File: config.mk
export PLATFORM = sky130hd
export DESIGN_NAME = rlvd_regs
export DESIGN_NICKNAME = d
export VERILOG_FILES = /design/src/rlvd_pkg.sv /design/src/rlvd_tmr_if.sv /design/src/rlvd_regs.sv /design/src/rlvd_wakeup_timer.sv
export VERILOG_INCLUDE_DIRS = /design/src
export SDC_FILE = /design/constraint.sdc
export NUM_CORES = 1
export LEC_CHECK = 0
export BUFFER_PORTS_ARGS = -buffer_cell sky130_fd_sc_hd__buf_2
export CAP_MARGIN = 40
export CORE_MARGIN = 1
export CORE_UTILIZATION = 30
export CTS_BUF_LIST = sky130_fd_sc_hd__clkbuf_2
export CTS_CLUSTER_SIZE = 40
export DETAILED_ROUTE_END_ITERATION = 6
export GPL_ROUTABILITY_DRIVEN = 1
export PLACE_DENSITY_LB_ADDON = 0.1
export SYNTH_ARGS = -nofsm -noshare
export SYNTH_HDL_FRONTEND = slang
export SYNTH_SLANG_ARGS = --single-unit
File: constraint.sdc
create_clock -name clk -period 2.5 [get_ports clk]
set_input_delay 0.125 -clock clk [delete_from_list [all_inputs] [get_ports clk]]
set_output_delay 0.125 -clock clk [all_outputs]
set_load 0.01 [all_outputs]
File: src/rlvd_params.svh
// constants for the wakeup timer and low-voltage control register block
`ifndef RLVD_PARAMS_SVH
`define RLVD_PARAMS_SVH

`define RLVD_ADDR_W 8
`define RLVD_OFS_WAKEUP 8'h00
`define RLVD_OFS_LOWV 8'h01

`define RLVD_WK_FLAG 7
`define RLVD_WK_ACK 6
`define RLVD_WK_CLKSEL 5
`define RLVD_WK_IRQEN 4
`define RLVD_WK_UNUSED 3
`define RLVD_WK_DLY_HI 2
`define RLVD_WK_DLY_LO 0

`define RLVD_LV_FLAG 7
`define RLVD_LV_ACK 6
`define RLVD_LV_IRQEN 5
`define RLVD_LV_RSTEN 4
`define RLVD_LV_STOPEN 3
`define RLVD_LV_DETEN 2
`define RLVD_LV_RSVD 1
`define RLVD_LV_BANDGAP_BUFFER_ENABLE 0

`define RLVD_WK_RESET 8'h00
`define RLVD_LV_RESET 8'h1c

`define RLVD_CLK_PERIOD_NS 10
`define RLVD_OSC_PERIOD_NS 1000000

`define RLVD_INT_MS_1 8
`define RLVD_INT_MS_2 32
`define RLVD_INT_MS_3 64
`define RLVD_INT_MS_4 128
`define RLVD_INT_MS_5 256
`define RLVD_INT_MS_6 512
`define RLVD_INT_MS_7 1024
`define RLVD_OSC_TICK_MS 1

`define RLVD_EXT_DIV_1 256
`define RLVD_EXT_DIV_2 1024
`define RLVD_EXT_DIV_3 2048
`define RLVD_EXT_DIV_4 4096
`define RLVD_EXT_DIV_5 8192
`define RLVD_EXT_DIV_6 16384
`define RLVD_EXT_DIV_7 32768

`endif

File: src/rlvd_pkg.sv
// types shared by the wakeup timer and low-voltage control block
`default_nettype none
package rlvd_pkg;
  typedef logic [7:0] rlvd_byte_t;
  typedef logic [2:0] rlvd_delay_t;
  typedef logic [15:0] rlvd_count_t;
  typedef enum logic {rlvd_src_int, rlvd_src_ext} rlvd_src_t;
endpackage : rlvd_pkg
`default_nettype wire

File: src/rlvd_tmr_if.sv
// link between the register bank and the wakeup timer
`default_nettype none
interface rlvd_tmr_if;
  rlvd_pkg::rlvd_src_t clk_src;
  rlvd_pkg::rlvd_delay_t delay_sel;
  logic restart;
  logic tick_int;
  logic tick_ext;
  logic timeout;
  modport ctrl (output clk_src, output delay_sel, output restart, output tick_int, output tick_ext, input timeout);
  modport tmr (input clk_src, input delay_sel, input restart, input tick_int, input tick_ext, output timeout);
endinterface : rlvd_tmr_if
`default_nettype wire

File: src/rlvd_regs.sv
// wakeup timer and low-voltage control register bank
//
// The address-and-strobe port and the placing of the registers were left to the implementer.
`include "rlvd_params.svh"
`default_nettype none
// Summary of operation
// RULE_01 - timer end sets timeout flag bit 7
// RULE_02 - writing ack bit 6 clears timeout flag
// RULE_03 - bit 5 selects internal or crystal clock
// RULE_04 - bit 4 enables wakeup interrupt
// RULE_05 - delay code zero keeps timer off
// RULE_06 - internal delays 8 ms to 1.024 s
// RULE_07 - crystal delays divide 256 to 32768
// RULE_08 - bit 3 reads zero, register resets zero
// RULE_09 - enabled detection sets low-voltage flag bit 7
// RULE_10 - ack bit 6 clears low-voltage flag
// RULE_11 - bit 5 raises low-voltage interrupt
// RULE_12 - bit 4 forces reset on low voltage
// RULE_13 - bit 3 keeps detection during stop
// RULE_14 - bit 2 enables low-voltage detection logic
// RULE_15 - bits 4:2 write once, reset to one
// RULE_16 - software writes zero to bit 1
// RULE_17 - bit 0 drives bandgap buffer enable
// RULE_18 - timer restarts each timeout or code change
// RULE_19 - wakeup interrupt while flag and enable set
module rlvd_regs #(
  parameter int OSC_DIV = `RLVD_OSC_PERIOD_NS / `RLVD_CLK_PERIOD_NS
) (
  input wire logic clk,
  input wire logic rst_n,
  input wire logic [`RLVD_ADDR_W-1:0] addr,
  input wire logic [7:0] wr_data,
  input wire logic wr_en,
  input wire logic rd_en,
  output logic [7:0] rd_data,
  input wire logic ext_clk_in,
  input wire logic low_volt_trip_in,
  input wire logic stop_mode,
  output logic wakeup_irq,
  output logic low_volt_irq,
  output logic low_volt_reset_req,
  output logic bandgap_buffer_enable
);

  localparam int OSC_W = $clog2(OSC_DIV + 1);
  // reset images kept whole so each field is cut by index, never by a shift
  localparam rlvd_pkg::rlvd_byte_t WK_RST = `RLVD_WK_RESET;
  localparam rlvd_pkg::rlvd_byte_t LV_RST = `RLVD_LV_RESET;

  rlvd_tmr_if tif ();

  // wakeup timer register fields
  logic wk_flag_ff;
  rlvd_pkg::rlvd_src_t wk_src_ff;
  logic wk_irqen_ff;
  rlvd_pkg::rlvd_delay_t wk_dly_ff;
  logic restart_ff;

  // low-voltage register fields
  logic lv_flag_ff;
  logic lv_irqen_ff;
  logic lv_rsten_ff;
  logic lv_stopen_ff;
  logic lv_deten_ff;
  logic lv_bandgap_buffer_enable_ff;
  logic lv_once_ff;

  // outputs
  rlvd_pkg::rlvd_byte_t rd_data_ff;
  logic wk_irq_ff;
  logic lv_irq_ff;
  logic lv_reset_ff;

  // clock and pin conditioning
  logic [OSC_W-1:0] osc_cnt_ff;
  logic tick_int_ff;
  logic ext_meta_ff;
  logic ext_sync_ff;
  logic ext_prev_ff;
  logic tick_ext_ff;
  logic trip_meta_ff;
  logic trip_sync_ff;

  logic wr_wk;
  logic wr_lv;
  logic rd_wk;
  logic rd_lv;
  logic lv_event;
  rlvd_pkg::rlvd_delay_t nxt_dly;
  rlvd_pkg::rlvd_src_t nxt_src;

  assign wr_wk = wr_en && addr == `RLVD_OFS_WAKEUP;
  assign wr_lv = wr_en && addr == `RLVD_OFS_LOWV;
  assign rd_wk = rd_en && addr == `RLVD_OFS_WAKEUP;
  assign rd_lv = rd_en && addr == `RLVD_OFS_LOWV;
  assign nxt_dly = wr_data[`RLVD_WK_DLY_HI:`RLVD_WK_DLY_LO];
  assign nxt_src = wr_data[`RLVD_WK_CLKSEL] ? rlvd_pkg::rlvd_src_ext : rlvd_pkg::rlvd_src_int;

  // internal 1 kHz oscillator stands in as a divided enable pulse
  always_ff @(posedge clk) begin
    if (!rst_n) begin
      osc_cnt_ff <= '0;
      tick_int_ff <= 1'b0;
    end else begin
      tick_int_ff <= osc_cnt_ff == OSC_W'(OSC_DIV - 1);
      osc_cnt_ff <= (osc_cnt_ff == OSC_W'(OSC_DIV - 1)) ? '0 : osc_cnt_ff + 1'b1;
    end
  end

  // crystal clock is sampled, so it must stay well below clk/4
  always_ff @(posedge clk) begin
    if (!rst_n) begin
      ext_meta_ff <= 1'b0;
      ext_sync_ff <= 1'b0;
      ext_prev_ff <= 1'b0;
      tick_ext_ff <= 1'b0;
    end else begin
      ext_meta_ff <= ext_clk_in;
      ext_sync_ff <= ext_meta_ff;
      ext_prev_ff <= ext_sync_ff;
      tick_ext_ff <= ext_sync_ff && !ext_prev_ff;
    end
  end

  always_ff @(posedge clk) begin
    if (!rst_n) begin
      trip_meta_ff <= 1'b0;
      trip_sync_ff <= 1'b0;
    end else begin
      trip_meta_ff <= low_volt_trip_in;
      trip_sync_ff <= trip_meta_ff;
    end
  end

  // RULE_03 clock select storage
  // RULE_04 irq enable storage
  // RULE_08 reset to zero
  always_ff @(posedge clk) begin
    if (!rst_n) begin
      wk_src_ff <= rlvd_pkg::rlvd_src_int;
      wk_irqen_ff <= WK_RST[`RLVD_WK_IRQEN];
      wk_dly_ff <= WK_RST[`RLVD_WK_DLY_HI:`RLVD_WK_DLY_LO];
    end else if (wr_wk) begin
      wk_src_ff <= nxt_src;
      wk_irqen_ff <= wr_data[`RLVD_WK_IRQEN];
      wk_dly_ff <= nxt_dly;
    end
  end

  // RULE_18 code change restarts
  always_ff @(posedge clk) begin
    if (!rst_n) begin
      restart_ff <= 1'b0;
    end else begin
      restart_ff <= wr_wk && (nxt_dly != wk_dly_ff || nxt_src != wk_src_ff);
    end
  end

  // RULE_01 timeout sets flag
  // RULE_02 ack clears, set wins
  always_ff @(posedge clk) begin
    if (!rst_n) begin
      wk_flag_ff <= 1'b0;
    end else if (tif.timeout) begin
      wk_flag_ff <= 1'b1;
    end else if (wr_wk && wr_data[`RLVD_WK_ACK]) begin
      wk_flag_ff <= 1'b0;
    end
  end

  // RULE_19 irq follows flag
  always_ff @(posedge clk) begin
    if (!rst_n) begin
      wk_irq_ff <= 1'b0;
    end else begin
      wk_irq_ff <= wk_flag_ff && wk_irqen_ff;
    end
  end

  assign tif.clk_src = wk_src_ff;
  assign tif.delay_sel = wk_dly_ff;
  assign tif.restart = restart_ff;
  assign tif.tick_int = tick_int_ff;
  assign tif.tick_ext = tick_ext_ff;

  rlvd_wakeup_timer u_timer (
    .clk(clk),
    .rst_n(rst_n),
    .tif(tif)
  );

  // RULE_15 write-once controls
  // RULE_16 bit 1 ignored on write
  always_ff @(posedge clk) begin
    if (!rst_n) begin
      lv_once_ff <= 1'b0;
      lv_rsten_ff <= LV_RST[`RLVD_LV_RSTEN];
      lv_stopen_ff <= LV_RST[`RLVD_LV_STOPEN];
      lv_deten_ff <= LV_RST[`RLVD_LV_DETEN];
    end else if (wr_lv && !lv_once_ff) begin
      lv_once_ff <= 1'b1;
      lv_rsten_ff <= wr_data[`RLVD_LV_RSTEN];
      lv_stopen_ff <= wr_data[`RLVD_LV_STOPEN];
      lv_deten_ff <= wr_data[`RLVD_LV_DETEN];
    end
  end

  // RULE_17 bandgap buffer bit
  always_ff @(posedge clk) begin
    if (!rst_n) begin
      lv_irqen_ff <= LV_RST[`RLVD_LV_IRQEN];
      lv_bandgap_buffer_enable_ff <= LV_RST[`RLVD_LV_BANDGAP_BUFFER_ENABLE];
    end else if (wr_lv) begin
      lv_irqen_ff <= wr_data[`RLVD_LV_IRQEN];
      lv_bandgap_buffer_enable_ff <= wr_data[`RLVD_LV_BANDGAP_BUFFER_ENABLE];
    end
  end

  // RULE_13 stop gating
  // RULE_14 detect enable gating
  assign lv_event = lv_deten_ff && trip_sync_ff && (!stop_mode || lv_stopen_ff);

  // RULE_09 event sets flag
  // RULE_10 ack clears, set wins
  always_ff @(posedge clk) begin
    if (!rst_n) begin
      lv_flag_ff <= 1'b0;
    end else if (lv_event) begin
      lv_flag_ff <= 1'b1;
    end else if (wr_lv && wr_data[`RLVD_LV_ACK]) begin
      lv_flag_ff <= 1'b0;
    end
  end

  // RULE_11 low-voltage irq
  // RULE_12 reset request gating
  always_ff @(posedge clk) begin
    if (!rst_n) begin
      lv_irq_ff <= 1'b0;
      lv_reset_ff <= 1'b0;
    end else begin
      lv_irq_ff <= lv_flag_ff && lv_irqen_ff;
      lv_reset_ff <= lv_flag_ff && lv_rsten_ff && lv_deten_ff;
    end
  end

  // RULE_08 unused bits read zero
  // RULE_02 ack reads zero
  // RULE_10 ack reads zero
  always_ff @(posedge clk) begin
    if (!rst_n) begin
      rd_data_ff <= 8'h00;
    end else if (rd_wk) begin
      rd_data_ff <= {wk_flag_ff, 1'b0, wk_src_ff == rlvd_pkg::rlvd_src_ext, wk_irqen_ff, 1'b0, wk_dly_ff};
    end else if (rd_lv) begin
      rd_data_ff <= {lv_flag_ff, 1'b0, lv_irqen_ff, lv_rsten_ff, lv_stopen_ff, lv_deten_ff, 1'b0, lv_bandgap_buffer_enable_ff};
    end else begin
      rd_data_ff <= 8'h00;
    end
  end

  assign rd_data = rd_data_ff;
  assign wakeup_irq = wk_irq_ff;
  assign low_volt_irq = lv_irq_ff;
  assign low_volt_reset_req = lv_reset_ff;
  assign bandgap_buffer_enable = lv_bandgap_buffer_enable_ff;
endmodule : rlvd_regs
`default_nettype wire

File: src/rlvd_wakeup_timer.sv
// periodic wakeup counter with selectable source and delay
`include "rlvd_params.svh"
`default_nettype none
module rlvd_wakeup_timer (
  input wire logic clk,
  input wire logic rst_n,
  rlvd_tmr_if.tmr tif
);

  rlvd_pkg::rlvd_count_t cnt_ff;
  logic timeout_ff;
  logic tick;
  rlvd_pkg::rlvd_count_t limit;

  function automatic rlvd_pkg::rlvd_count_t dly_limit(input rlvd_pkg::rlvd_src_t src,
                                                      input rlvd_pkg::rlvd_delay_t code);
    logic ext;
    ext = (src == rlvd_pkg::rlvd_src_ext);
    case (code)
      3'h1: dly_limit = ext ? 16'(`RLVD_EXT_DIV_1) : 16'(`RLVD_INT_MS_1 / `RLVD_OSC_TICK_MS);
      3'h2: dly_limit = ext ? 16'(`RLVD_EXT_DIV_2) : 16'(`RLVD_INT_MS_2 / `RLVD_OSC_TICK_MS);
      3'h3: dly_limit = ext ? 16'(`RLVD_EXT_DIV_3) : 16'(`RLVD_INT_MS_3 / `RLVD_OSC_TICK_MS);
      3'h4: dly_limit = ext ? 16'(`RLVD_EXT_DIV_4) : 16'(`RLVD_INT_MS_4 / `RLVD_OSC_TICK_MS);
      3'h5: dly_limit = ext ? 16'(`RLVD_EXT_DIV_5) : 16'(`RLVD_INT_MS_5 / `RLVD_OSC_TICK_MS);
      3'h6: dly_limit = ext ? 16'(`RLVD_EXT_DIV_6) : 16'(`RLVD_INT_MS_6 / `RLVD_OSC_TICK_MS);
      3'h7: dly_limit = ext ? 16'(`RLVD_EXT_DIV_7) : 16'(`RLVD_INT_MS_7 / `RLVD_OSC_TICK_MS);
      default: dly_limit = 16'h0001;
    endcase
  endfunction : dly_limit

  // RULE_03 source picks tick
  assign tick = (tif.clk_src == rlvd_pkg::rlvd_src_ext) ? tif.tick_ext : tif.tick_int;
  assign limit = dly_limit(tif.clk_src, tif.delay_sel);
  assign tif.timeout = timeout_ff;

  // RULE_05 code zero halts
  // RULE_18 wrap and restart
  always_ff @(posedge clk) begin
    if (!rst_n) begin
      cnt_ff <= 16'h0000;
    end else if (tif.restart || tif.delay_sel == 3'h0) begin
      cnt_ff <= 16'h0000;
    end else if (tick) begin
      cnt_ff <= (cnt_ff == limit - 16'h0001) ? 16'h0000 : cnt_ff + 16'h0001;
    end
  end

  // RULE_06 internal delay end
  // RULE_07 external delay end
  always_ff @(posedge clk) begin
    if (!rst_n) begin
      timeout_ff <= 1'b0;
    end else begin
      timeout_ff <= !tif.restart && tif.delay_sel != 3'h0 && tick && cnt_ff == limit - 16'h0001;
    end
  end
endmodule : rlvd_wakeup_timer
`default_nettype wire
; ---- Yosys cells after proc, flatten, opt, wreduce, memory -nomap -nowiden
; Cells that the tools add are included.
[totals]
input_bits = 23
word_cells = 96
reg_bits = 66
output_inout_bits = 12
[op_classes]
n_reduce_logical = 34
n_mux = 17
eq_ne = 12
n_bitwise = 2
n_addsub = 3
[op_table]
columns = op, n
row1 = one-hot mux 16 bit (7 select lines), 1
row2 = two-way mux 16 bit, 2
row3 = logical AND 1 bit, 18
row4 = adder 17 x 1 -> 17 bit (second input constant), 1
row5 = == test 17 bit (second input constant), 1
row6 = adder 16 x 1 -> 16 bit (second input constant), 1
row7 = == test 16 bit, 1
row8 = two-way mux 8 bit, 2
row9 = subtractor 16 x 1 -> 16 bit (second input constant), 1
row10 = two-way mux 15 bit, 1
row11 = two-way mux 14 bit, 1
row12 = two-way mux 13 bit, 1
row13 = == test 3 bit (second input constant), 4
row14 = two-way mux 12 bit, 1
row15 = two-way mux 11 bit, 1
row16 = two-way mux 9 bit, 1
row17 = == test 8 x 1 -> 1 bit (second input constant), 1
row18 = logical NOT 8 bit, 1
row19 = == test 3 x 2 -> 1 bit (second input constant), 2
row20 = two-way mux 1 bit, 6
row21 = OR reduction 2 bit, 3
row22 = logical NOT 1 bit, 4
row23 = nonzero test 2 bit, 2
row24 = == test 3 x 1 -> 1 bit (second input constant), 1
row25 = 7 further kinds, 10

; ---- Depth between registers and ports, before layout
; Gate-level depths: netlist (run 1).
[depth]
ltp_word = 5
depth_mapped = 10
depth_no_buf = 7

; ---- Modules after synthesis
; Synthesis (run 1) repeated with hierarchy kept, for this count alone.
[hier_totals]
cells_unflattened = 333
area_unflattened_um2 = 2990.4
[modules_own_cells]
columns = mod, instances, cells_each, area_per_inst_um2, seq_area_each_um2
row1 = rlvd_regs, 1, 197, 1906.8, 960.9
row2 = rlvd_wakeup_timer, 1, 136, 1083.5, 340.3

; ---- Worst setup path before layout (run 1)
; OpenSTA, ideal clock, no wires.
[synth_path]
kind = flip-flop to flip-flop
from = reg wk_dly_ff[0], in the netlist tif.delay_sel[0]
to = reg u_timer.cnt_ff[1]
path_buffers = 3
setup_slack_ns = 0.437
synth_period_minus_slack_ns = 2.063
path_stages_with_launch = 10
arrival_ns = 1.932
setup_time_ns = 0.132
required_time_ns = 2.368
path_cell_list = dfxtp_1 -> buf_6 -> or3_4 -> or4_1 -> a32o_1 -> nor3_2 -> and4_1 -> buf_4 -> buf_6 -> nor3_1
[synth_between]
elab_chain_len = 5
elab_cells_between_ends = 14
cone_classes = add/sub: 1 / eq/ne: 8 / mux: 2 / reduce/logical: 3
[synth_rtl]
columns = item, line
row1 = "start, declared", rlvd_regs.sv:56  ; rlvd_pkg::rlvd_delay_t wk_dly_ff;
row2 = "start signal, assigned", rlvd_regs.sv:142  ; wk_dly_ff <= WK_RST[`RLVD_WK_DLY_HI:`RLVD_WK_DLY_LO];
row3 = "start signal, assigned", rlvd_regs.sv:146  ; wk_dly_ff <= nxt_dly;
row4 = == test 3 bit (tied with other cells), rlvd_wakeup_timer.sv:19  ; case (code)
row5 = one-hot mux 16 bit (7 select lines), rlvd_wakeup_timer.sv:19
row6 = subtractor 16 x 1 -> 16 bit, rlvd_wakeup_timer.sv:44  ; cnt_ff <= (cnt_ff == limit - 16'h0001) ? 16'h0000 : cnt_ff + 16'h0001;
row7 = == test 16 bit, rlvd_wakeup_timer.sv:44
row8 = two-way mux 16 bit, rlvd_wakeup_timer.sv:44
row9 = "end signal, assigned", rlvd_wakeup_timer.sv:44
row10 = "end, declared", rlvd_wakeup_timer.sv:10  ; rlvd_pkg::rlvd_count_t cnt_ff;
; Parallel ways exist; a longest one is shown, timed or not.
; A chain may end at the register's enable or synchronous reset.

; ---- Worst setup path after layout (run 1)
[layout_path]
from = reg wk_src_ff, in the netlist tif.clk_src
to = reg u_timer.cnt_ff[11]
[layout_between]
elab_chain_len = 5
elab_cells_between_ends = 12
cone_classes = add/sub: 1 / eq/ne: 1 / mux: 10
[layout_rtl]
columns = item, line
row1 = "start, declared", rlvd_regs.sv:54  ; rlvd_pkg::rlvd_src_t wk_src_ff;
row2 = "start signal, assigned", rlvd_regs.sv:140  ; wk_src_ff <= rlvd_pkg::rlvd_src_int;
row3 = "start signal, assigned", rlvd_regs.sv:144  ; wk_src_ff <= nxt_src;
row4 = two-way mux 9 bit (tied with other cells), rlvd_wakeup_timer.sv:20  ; 3'h1: dly_limit = ext ? 16'(`RLVD_EXT_DIV_1) : 16'(`RLVD_INT_MS_1 / `RLVD_OSC_TICK_MS);
row5 = one-hot mux 16 bit (7 select lines), rlvd_wakeup_timer.sv:19
row6 = subtractor 16 x 1 -> 16 bit, rlvd_wakeup_timer.sv:44
row7 = == test 16 bit, rlvd_wakeup_timer.sv:44
row8 = two-way mux 16 bit, rlvd_wakeup_timer.sv:44
; Parallel ways exist; a longest one is shown, timed or not.

==> impl_results.html, run 1 <==
<table>
<tr><th>Metric</th><th>Value</th></tr>
<tr><th colspan="2">Global routing</th></tr>
<tr><td>Number of global-route vias before repair</td><td>around 2400</td></tr>
<tr><td>GRT Total Usage</td><td>14.20%</td></tr>
<tr><td>Global-route wire length before repair</td><td>between 10 and 15 mm</td></tr>
<tr><td>Maximum number of pins on one net before global-route repair</td><td>28</td></tr>
<tr><td>Initial antenna violation count</td><td>0</td></tr>
<tr><td>Total global routing overflow</td><td>0</td></tr>
<tr><th colspan="2">Final layout</th></tr>
<tr><td>Number of inserted filler cells in the final layout</td><td>1033</td></tr>
<tr><td>Footprint of the multi-input gates</td><td>1568 um^2</td></tr>
<tr><td>Non-Filler Instances</td><td>roughly 520</td></tr>
<tr><td>Number of diodes</td><td>0</td></tr>
<tr><td>Area growth from synthesis to layout</td><td>18.71%</td></tr>
<tr><td>Area taken by flip-flops and latches</td><td>1301 um^2</td></tr>
<tr><td>Share of cells above drive strength 1</td><td>between 10% and 20%</td></tr>
<tr><td>Nets@finish</td><td>409</td></tr>
<tr><th colspan="2">Drt</th></tr>
<tr><td>DRC violation count after routing</td><td>0</td></tr>
<tr><td>Number of vias after detailed routing</td><td>approximately 2400</td></tr>
<tr><td>DRT Pass-1 Iters</td><td>4</td></tr>
<tr><td>Routed wire per std cell</td><td>12.52 um</td></tr>
<tr><td>Number of nets still failing antenna checks after routing</td><td>0</td></tr>
<tr><td>Total wire length after detailed routing</td><td>around 6.5 mm</td></tr>
<tr><td>Vias per Instance</td><td>4.625</td></tr>
<tr><td>Initial drt markers</td><td>between 50 and 60</td></tr>
<tr><th colspan="2">Worst setup path</th></tr>
<tr><td>Critical path cell sequence</td><td>buf_4 -&gt; nand3b_1 -&gt; a21oi_1 -&gt; a41oi_1 -&gt; nor3_2 -&gt; and4_1 -&gt; buf_12 -&gt; nor3_1</td></tr>
<tr><td>Endpoint arrival time on the critical path</td><td>between 2 and 3 ns</td></tr>
<tr><td>Startpoint kind of the worst setup timing path</td><td>register</td></tr>
<tr><td>Nature of the critical path endpoint</td><td>register</td></tr>
<tr><td>Critical path's slowest cell</td><td>dfxtp_1</td></tr>
<tr><td>Crit path buffers/inverters</td><td>2</td></tr>
<tr><td>Delay of the slowest cell on the worst path</td><td>0.74 ns</td></tr>
<tr><td>Data required time of the critical path</td><td>2.86 ns</td></tr>
<tr><td>Type of the setup path with the least slack</td><td>reg -&gt; reg</td></tr>
<tr><td>Worst path top cell family by delay</td><td>flip-flops</td></tr>
<tr><td>Maximum fanout encountered on the critical timing path</td><td>17</td></tr>
<tr><th colspan="2">Timing</th></tr>
<tr><td>Max_slew headroom</td><td>between 40% and 50%</td></tr>
<tr><td>Setup repair after global routing missed its margin</td><td>false</td></tr>
<tr><td>Fin Clk Skew</td><td>~0.020 ns</td></tr>
<tr><td>Pins over their slew limit</td><td>0</td></tr>
<tr><td>Tcrit/Tclk final</td><td>between 80% and 90%</td></tr>
<tr><td>Maximum clock rate</td><td>approximately 460 MHz</td></tr>
<tr><td>Transition time of the tightest slew-check pin</td><td>~0.75 ns</td></tr>
<tr><td>Final hold violations</td><td>0</td></tr>
<tr><td># setup viols final</td><td>0</td></tr>
<tr><td>Shortest period the worst path allows</td><td>roughly 2.2 ns</td></tr>
<tr><td>Setup total negative slack</td><td>0 ns</td></tr>
<tr><th colspan="2">Clocking</th></tr>
<tr><td>CTS Buffer Depth</td><td>2</td></tr>
<tr><td>Library cell used as clock root buffer</td><td>clkbuf_2</td></tr>
<tr><td>Clock transition at the register clock pins on the worst setup and hold paths after CTS</td><td>approximately 0.19 ns</td></tr>
<tr><td>CTS tree</td><td>built</td></tr>
<tr><td>Number of buffers added for setup after CTS</td><td>0</td></tr>
<tr><td>Number of CTS-inserted buffers</td><td>9</td></tr>
<tr><td>Clock Latency Late Sink</td><td>0.49 ns</td></tr>
<tr><td>Sinks on the clock net</td><td>65</td></tr>
<tr><td>Number of H-tree branching levels</td><td>3</td></tr>
<tr><th colspan="2">Logic synthesis</th></tr>
<tr><td>Post-synth ARST share</td><td>0%</td></tr>
<tr><td>Yosys cell types</td><td>slightly below 50</td></tr>
<tr><td>Synthesis Warnings</td><td>0</td></tr>
<tr><td>Most common flop cell mapped by yosys</td><td>dfxtp_1</td></tr>
<tr><td>Cell Area, Synth</td><td>around 3000 um^2</td></tr>
<tr><td>Sequential cell area fraction in the yosys report</td><td>a little over two fifths</td></tr>
<tr><td>Average instance area after synthesis</td><td>between 8 and 9 um^2</td></tr>
<tr><td>Number of synthesized flops with an enable pin</td><td>0</td></tr>
<tr><td>Seq cells post-synth</td><td>65</td></tr>
<tr><td>Mapped Cells</td><td>342</td></tr>
<tr><td>Post-synth net total</td><td>367</td></tr>
<tr><td>Leading area contributor after synthesis</td><td>dfxtp_1</td></tr>
<tr><td>Most area-consuming cells after synthesis</td><td>dfxtp_1 43%, xor2_1 7.0%, nor2_1 5.1%</td></tr>
<tr><td>Share of the synthesized area in the top cell type</td><td>between 40% and 50%</td></tr>
<tr><th colspan="2">Job</th></tr>
<tr><td>Max-Cap Viols</td><td>0</td></tr>
<tr><th colspan="2">Power and ir drop</th></tr>
<tr><td>Leakage</td><td>about 1.4 nW</td></tr>
<tr><td>Power Dens Cells</td><td>between 500 and 600 nW/um^2</td></tr>
<tr><td>Peak supply drop</td><td>0.2741 mV</td></tr>
<tr><th colspan="2">Run status</th></tr>
<tr><td>Outcome</td><td>complete, no violations</td></tr>
<tr><th colspan="2">Min path</th></tr>
<tr><td>Tightest Hold Check Type</td><td>in -&gt; reg</td></tr>
<tr><th colspan="2">Place</th></tr>
<tr><td>Placer Congestion</td><td>approximately 0.76</td></tr>
<tr><td>Estimated wirelength of the detail-placed design</td><td>approximately 4.6 mm</td></tr>
<tr><td>Buffers on Ports</td><td>32</td></tr>
<tr><td>Placed instance count</td><td>495</td></tr>
<tr><th colspan="2">Floorplan</th></tr>
<tr><td>Starting density of the core</td><td>between 30% and 40%</td></tr>
<tr><td>Height of the chip</td><td>about 100 um</td></tr>
<tr><td>Io pins</td><td>35</td></tr>
<tr><td>Number of placement rows</td><td>36</td></tr>
<tr><td>Die Area</td><td>approximately 10000 um^2</td></tr>
<tr><td>Core footprint</td><td>9729 um^2</td></tr>
<tr><td>Die Wd</td><td>~100 um</td></tr>
</table>
==> sequential cells by signal (all words and copies together) (netlist names), 3 cells and up <==
signal / count
osc_cnt_ff: 17
rd_data: 7
u_timer.cnt_ff: 16
tif.delay_sel: 3
==> metal layers <==
metal  up-vias  global-route usage, %  part of all wire (%)
met5         -                      0                     0
met4         0                  4.615                   1.4
met3         7                  3.899                   2.4
met2        16                  22.30                    45
met1      1128                  18.89                    51
li1       1263                      -                     -
==> synthesized netlist by cell type, types with 2 or more instances <==
| master | n |
|---|---|
| mux2i_1 | 12 |
| buf_4 | 2 |
| a22oi_1 | 2 |
| xnor2_1 | 12 |
| clkbuf_1 | 14 |
| nor4_1 | 3 |
| a21oi_1 | 6 |
| ha_1 | 2 |
| or4_1 | 3 |
| a211oi_1 | 2 |
| nor2b_1 | 8 |
| o21a_1 | 4 |
| buf_2 | 2 |
| a21o_1 | 2 |
| nand3_1 | 16 |
| o21ai_0 | 8 |
| nand2b_1 | 2 |
| a21boi_0 | 2 |
| a31oi_1 | 2 |
| nand2_1 | 28 |
| nor3_1 | 18 |
| inv_1 | 6 |
| nor2_1 | 41 |
| nand4_1 | 6 |
| nand4b_1 | 2 |
| nor3b_1 | 4 |
| and4_1 | 6 |
| dfxtp_1 | 65 |
| buf_6 | 2 |
| xor2_1 | 24 |
| and3_1 | 8 |
| nand3b_1 | 4 |
| and2_1 | 8 |
==> where the power goes <==
group	internal [mW]	switching (mW)
logic	0.0403	0.0321
clock network	0.341	0.414
registers	1.05	0.00568
==> cells by family after synthesis <==
| group | share of synthesized area [%] |
|---|---|
| multiplexers | 4.386 |
| other | 0.1252 |
| AND/OR/NAND/NOR | 28.41 |
| buffers and inverters | 4.219 |
| flip-flops | 43.44 |
| XOR/XNOR | 10.53 |
| adder cells (fa/ha/maj) | 0.8353 |
| AO/OA/AOI/OAI | 8.062 |
==> final timing paths <==
kind	startpoint	endpoint	slack [ns]	cells past startpoint
setup reg to reg	tif.clk_src$_SDFFE_PN0P_	u_timer.cnt_ff[11]$_SDFFE_PP0P_	0.31	8
setup / recovery	tif.clk_src$_SDFFE_PN0P_	u_timer.cnt_ff[11]$_SDFFE_PP0P_	0.31	8
hold / removal	wr_data[6]	wk_flag_ff$_SDFFE_PN0P_	0.05	4
hold reg to reg	ext_prev_ff$_SDFF_PN0_	tick_ext_ff$_SDFF_PN0_	0.39	1
==> tightest hold or removal path, cell delays in order <==
cell and delay, ns:
buf_2 0.09, inv_1 0.07, o21a_1 0.12, o21a_1 0.09
==> per-stage QoR <==
stage	cell area [um^2]	utilization [%]	setup slack, ns	total power [mW]	hold WS, ns
finish	3556	36.55	0.3109	1.882	0.04641
detailed placement	3298	33.90	0.3390	1.135	0.3331
floorplan	2995	-	0.4365	1.105	0.2492
global placement	3298	33.90	0.3547	1.134	0.3301
CTS	3556	36.55	0.3158	1.927	0.005316
global route	3556	36.55	0.1909	1.980	0.009344
==> layout make-up <==
class	count	area share (%)
multi-input cells	250	44.09
flip-flops and latches	65	36.59
repair buffers	52	9.852
well taps	133	4.680
clock inverters	7	2.885
clock buffers	9	1.267
inverters	6	0.6334
==> layout by cell type, fill, tap and decap left out, drive strengths merged, types with 2 or more instances in the layout <==
master and n:
dlygate4sd3 11, o21a 4, a22oi 2, nor4 4
a21oi 6, nor3b 4, dfxtp 65, clkbuf 9
xor2 24, or4 3, nor2 41, nand2 28
o21ai 8, mux2i 12, nand3b 4, a21boi 2
and3 8, and2 8, nor3 19, clkinv 2
xnor2 12, nand4b 2, buf 41, ha 2
a211oi 2, a31oi 2, and4 6, nor2b 8
bufinv 2, nand4 6, a21o 2, inv 8
nand2b 2, nand3 16
==> repair_timing <==
action,4_1_cts,5_1_grt
endpoints found under the hold margin,15,0
gates resized for setup,0,0
hold buffers,11,0
endpoints found under the setup margin,0,0
No activity file was read; power rests on OpenSTA's default activity.
==> inputs of run 2 (changes only) <==
==> constraint.sdc (replaced) <==
create_clock -name clk -period 2.5 [get_ports clk]
set_input_delay 0.375 -clock clk [delete_from_list [all_inputs] [get_ports clk]]
set_output_delay 0.375 -clock clk [all_outputs]
set_load 0.01 [all_outputs]
==> run 2 against run 1 <==
Final cell count shrank 1.9%; sequential power is essentially flat; clock power shrank 18%; design area shrank 3.8%; via count shrank 1.4%; global-route usage shrank 0.36 points; setup slack gained 0.0017 ns; utilization shrank 1.4 points; critical path type unchanged; largest cell class unchanged; largest power group unchanged.
==> impl_results.html, run 2 (synthesis results as in run 1) <==
<table>
<tr><th>Metric</th><th>Value</th></tr>
<tr><th colspan="2">Global routing</th></tr>
<tr><td>Initial antenna violation count</td><td>0</td></tr>
<tr><td>Maximum number of pins on one net before global-route repair</td><td>25</td></tr>
<tr><td>Global-route wire length before repair</td><td>between 10 and 15 mm</td></tr>
<tr><td>Total global routing overflow</td><td>0</td></tr>
<tr><td>Number of global-route vias before repair</td><td>between 2000 and 2500</td></tr>
<tr><td>GRT Total Usage</td><td>around 14%</td></tr>
<tr><th colspan="2">Final layout</th></tr>
<tr><td>Register bank with the most flops</td><td>osc_cnt_ff</td></tr>
<tr><td>Non-Filler Instances</td><td>around 510</td></tr>
<tr><td>Number of flip-flops in the largest register</td><td>17</td></tr>
<tr><td>Most common cell after layout, fill and taps aside</td><td>dfxtp_1</td></tr>
<tr><td>Number of diodes</td><td>0</td></tr>
<tr><td>Commonest cells after routing, fill and taps aside</td><td>65 x dfxtp_1, 41 x nor2_1, 32 x buf_2</td></tr>
<tr><td>Util after Layout</td><td>about a third</td></tr>
<tr><td>Final instance area</td><td>between 3000 and 4000 um^2</td></tr>
<tr><td>Share of cells above drive strength 1</td><td>between 10% and 20%</td></tr>
<tr><td>Area growth from synthesis to layout</td><td>14.20%</td></tr>
<tr><td>Nets@finish</td><td>400</td></tr>
<tr><th colspan="2">Timing</th></tr>
<tr><td>Post-route worst hold slack</td><td>0.08379 ns</td></tr>
<tr><td>Transition time of the tightest slew-check pin</td><td>between 0.7 and 0.8 ns</td></tr>
<tr><td>Setup repair after global routing missed its margin</td><td>false</td></tr>
<tr><td># setup viols final</td><td>0</td></tr>
<tr><td>Max_slew headroom</td><td>about half</td></tr>
<tr><td>Maximum clock rate</td><td>457.2 MHz</td></tr>
<tr><td>Shortest period the worst path allows</td><td>roughly 2.2 ns</td></tr>
<tr><td>Fin Clk Skew</td><td>roughly 0.026 ns</td></tr>
<tr><td>Pins over their slew limit</td><td>0</td></tr>
<tr><td>Tcrit/Tclk final</td><td>between 80% and 90%</td></tr>
<tr><td>Final setup margin</td><td>~0.31 ns</td></tr>
<tr><td>Setup total negative slack</td><td>0 ns</td></tr>
<tr><td>Final hold violations</td><td>0</td></tr>
<tr><th colspan="2">Worst setup path</th></tr>
<tr><td>Startpoint kind of the worst setup timing path</td><td>register</td></tr>
<tr><td>Type of the setup path with the least slack</td><td>reg -&gt; reg</td></tr>
<tr><td>Nature of the critical path endpoint</td><td>register</td></tr>
<tr><td>Startpoint of the most critical setup path</td><td>tif.delay_sel[0]$_SDFFE_PN0P_</td></tr>
<tr><td>Data required time of the critical path</td><td>about 2.9 ns</td></tr>
<tr><td>Endpoint arrival time on the critical path</td><td>roughly 2.5 ns</td></tr>
<tr><td>Flop-to-flop setup slack</td><td>between 0.3 and 0.4 ns</td></tr>
<tr><td>Startpoint of the most critical register-to-register path</td><td>tif.delay_sel[0]$_SDFFE_PN0P_</td></tr>
<tr><td>Maximum fanout encountered on the critical timing path</td><td>12</td></tr>
<tr><th colspan="2">Drt</th></tr>
<tr><td>Met1 wire length</td><td>~3.3 mm</td></tr>
<tr><td>Number of vias after detailed routing</td><td>approximately 2400</td></tr>
<tr><td>Initial drt markers</td><td>60</td></tr>
<tr><td>Sum of met3 wire segment lengths after detailed routing</td><td>around 180 um</td></tr>
<tr><td>Routed wire per std cell</td><td>roughly 13 um</td></tr>
<tr><td>DRT Pass-1 Iters</td><td>4</td></tr>
<tr><td>Number of nets still failing antenna checks after routing</td><td>0</td></tr>
<tr><td>Total wire length after detailed routing</td><td>6.407 mm</td></tr>
<tr><td>Top layer reached by signal wires</td><td>met4</td></tr>
<tr><td>Routed length on met2</td><td>2.873 mm</td></tr>
<tr><td>DRC violation count after routing</td><td>0</td></tr>
<tr><td>Vias per Instance</td><td>about 4.7</td></tr>
<tr><th colspan="2">Power and ir drop</th></tr>
<tr><td>Final Total Pwr</td><td>between 1.5 and 2 mW</td></tr>
<tr><td>Leakage</td><td>1.335 nW</td></tr>
<tr><td>Power Dens Cells</td><td>507.4 nW/um^2</td></tr>
<tr><td>Peak supply drop</td><td>0.2588 mV</td></tr>
<tr><th colspan="2">Place</th></tr>
<tr><td>Placed instance count</td><td>495</td></tr>
<tr><td>Placement Setup Slack</td><td>between 0.3 and 0.4 ns</td></tr>
<tr><td>Placer Congestion</td><td>0.7482</td></tr>
<tr><td>Buffers on Ports</td><td>32</td></tr>
<tr><td>Estimated wirelength of the detail-placed design</td><td>about 4.6 mm</td></tr>
<tr><td>Post-Place Cell Area</td><td>roughly 3300 um^2</td></tr>
<tr><th colspan="2">Floorplan</th></tr>
<tr><td>Starting density of the core</td><td>a little under a third</td></tr>
<tr><td>Height of the chip</td><td>a little over 100 um</td></tr>
<tr><td>Die Wd</td><td>around 100 um</td></tr>
<tr><td>Die Area</td><td>between 10000 and 15000 um^2</td></tr>
<tr><td>Number of placement rows</td><td>36</td></tr>
<tr><td>Core footprint</td><td>between 9000 and 10000 um^2</td></tr>
<tr><td>Io pins</td><td>35</td></tr>
<tr><th colspan="2">Clocking</th></tr>
<tr><td>Post-CTS resize count</td><td>0</td></tr>
<tr><td>CTS Buffer Depth</td><td>2</td></tr>
<tr><td>Hold_buf cts</td><td>0</td></tr>
<tr><td>Library cell used as clock root buffer</td><td>clkbuf_2</td></tr>
<tr><td>Sinks on the clock net</td><td>65</td></tr>
<tr><td>Clock Latency Late Sink</td><td>0.48 ns</td></tr>
<tr><td>Number of buffers added for setup after CTS</td><td>0</td></tr>
<tr><td>Number of CTS-inserted buffers</td><td>9</td></tr>
<tr><td>CTS tree</td><td>built</td></tr>
<tr><td>Number of H-tree branching levels</td><td>3</td></tr>
<tr><td>Clock transition at the register clock pins on the worst setup and hold paths after CTS</td><td>about 0.2 ns</td></tr>
<tr><th colspan="2">Min path</th></tr>
<tr><td>Tightest Hold Check Type</td><td>in -&gt; reg</td></tr>
<tr><td>Startpoint of the worst hold path</td><td>wr_data[3]</td></tr>
<tr><th colspan="2">Job</th></tr>
<tr><td>Max-Cap Viols</td><td>0</td></tr>
<tr><th colspan="2">Run status</th></tr>
<tr><td>Outcome</td><td>complete, no violations</td></tr>
</table>
[run 2: cell types whose count changed in the layout (fill, tap and decap cells not counted)]
| cell | previous run | this run |
|---|---|---|
| buf_12 | 1 | 0 |
| buf_4 | 8 | 9 |
| bufinv_16 | 2 | 1 |
| clkinvlp_4 | 1 | 3 |
| dlygate4sd3_1 | 11 | 2 |
| inv_6 | 2 | 0 |
[run 2: report_power, final]
group	internal (mW)	switching (mW)
combinational	0.0301	0.0303
clock	0.228	0.395
sequential	1.05	0.00549
[run 2: path summary, 6_finish.rpt]
kind                                     endpoint  depth (start not counted)
setup reg to reg  u_timer.cnt_ff[11]$_SDFFE_PP0P_                          7
hold / removal          lv_stopen_ff$_SDFFE_PN1P_                          3
setup / recovery  u_timer.cnt_ff[11]$_SDFFE_PP0P_                          7
hold reg to reg            tick_ext_ff$_SDFF_PN0_                          1
[run 2: critical path, cell delays in order (launching register included)]
cell and delay [ns]:
dfxtp_1 0.35, or3_4 0.39, or4_1 0.40, a32o_1 0.22, nor3_2 0.12, and4_1 0.30
buf_4 0.23, nor3_1 0.07
[run 2: routing by layer]
metal | vias up | track usage [%]
met5 | - | 0
met4 | 0 | 4.286
met3 | 5 | 4.104
met2 | 23 | 21.57
met1 | 1113 | 18.44
li1 | 1240 | -
[run 2: layout make-up]
cell class	count	area, um^2
Fill cell	1057	6309
Clock buffer	9	45.04
Timing Repair Buffer	43	247.7
Inverter	6	22.52
Tap cell	133	166.4
Clock inverter	6	70.07
Multi-Input combinational cell	250	1568
Sequential cell	65	1301
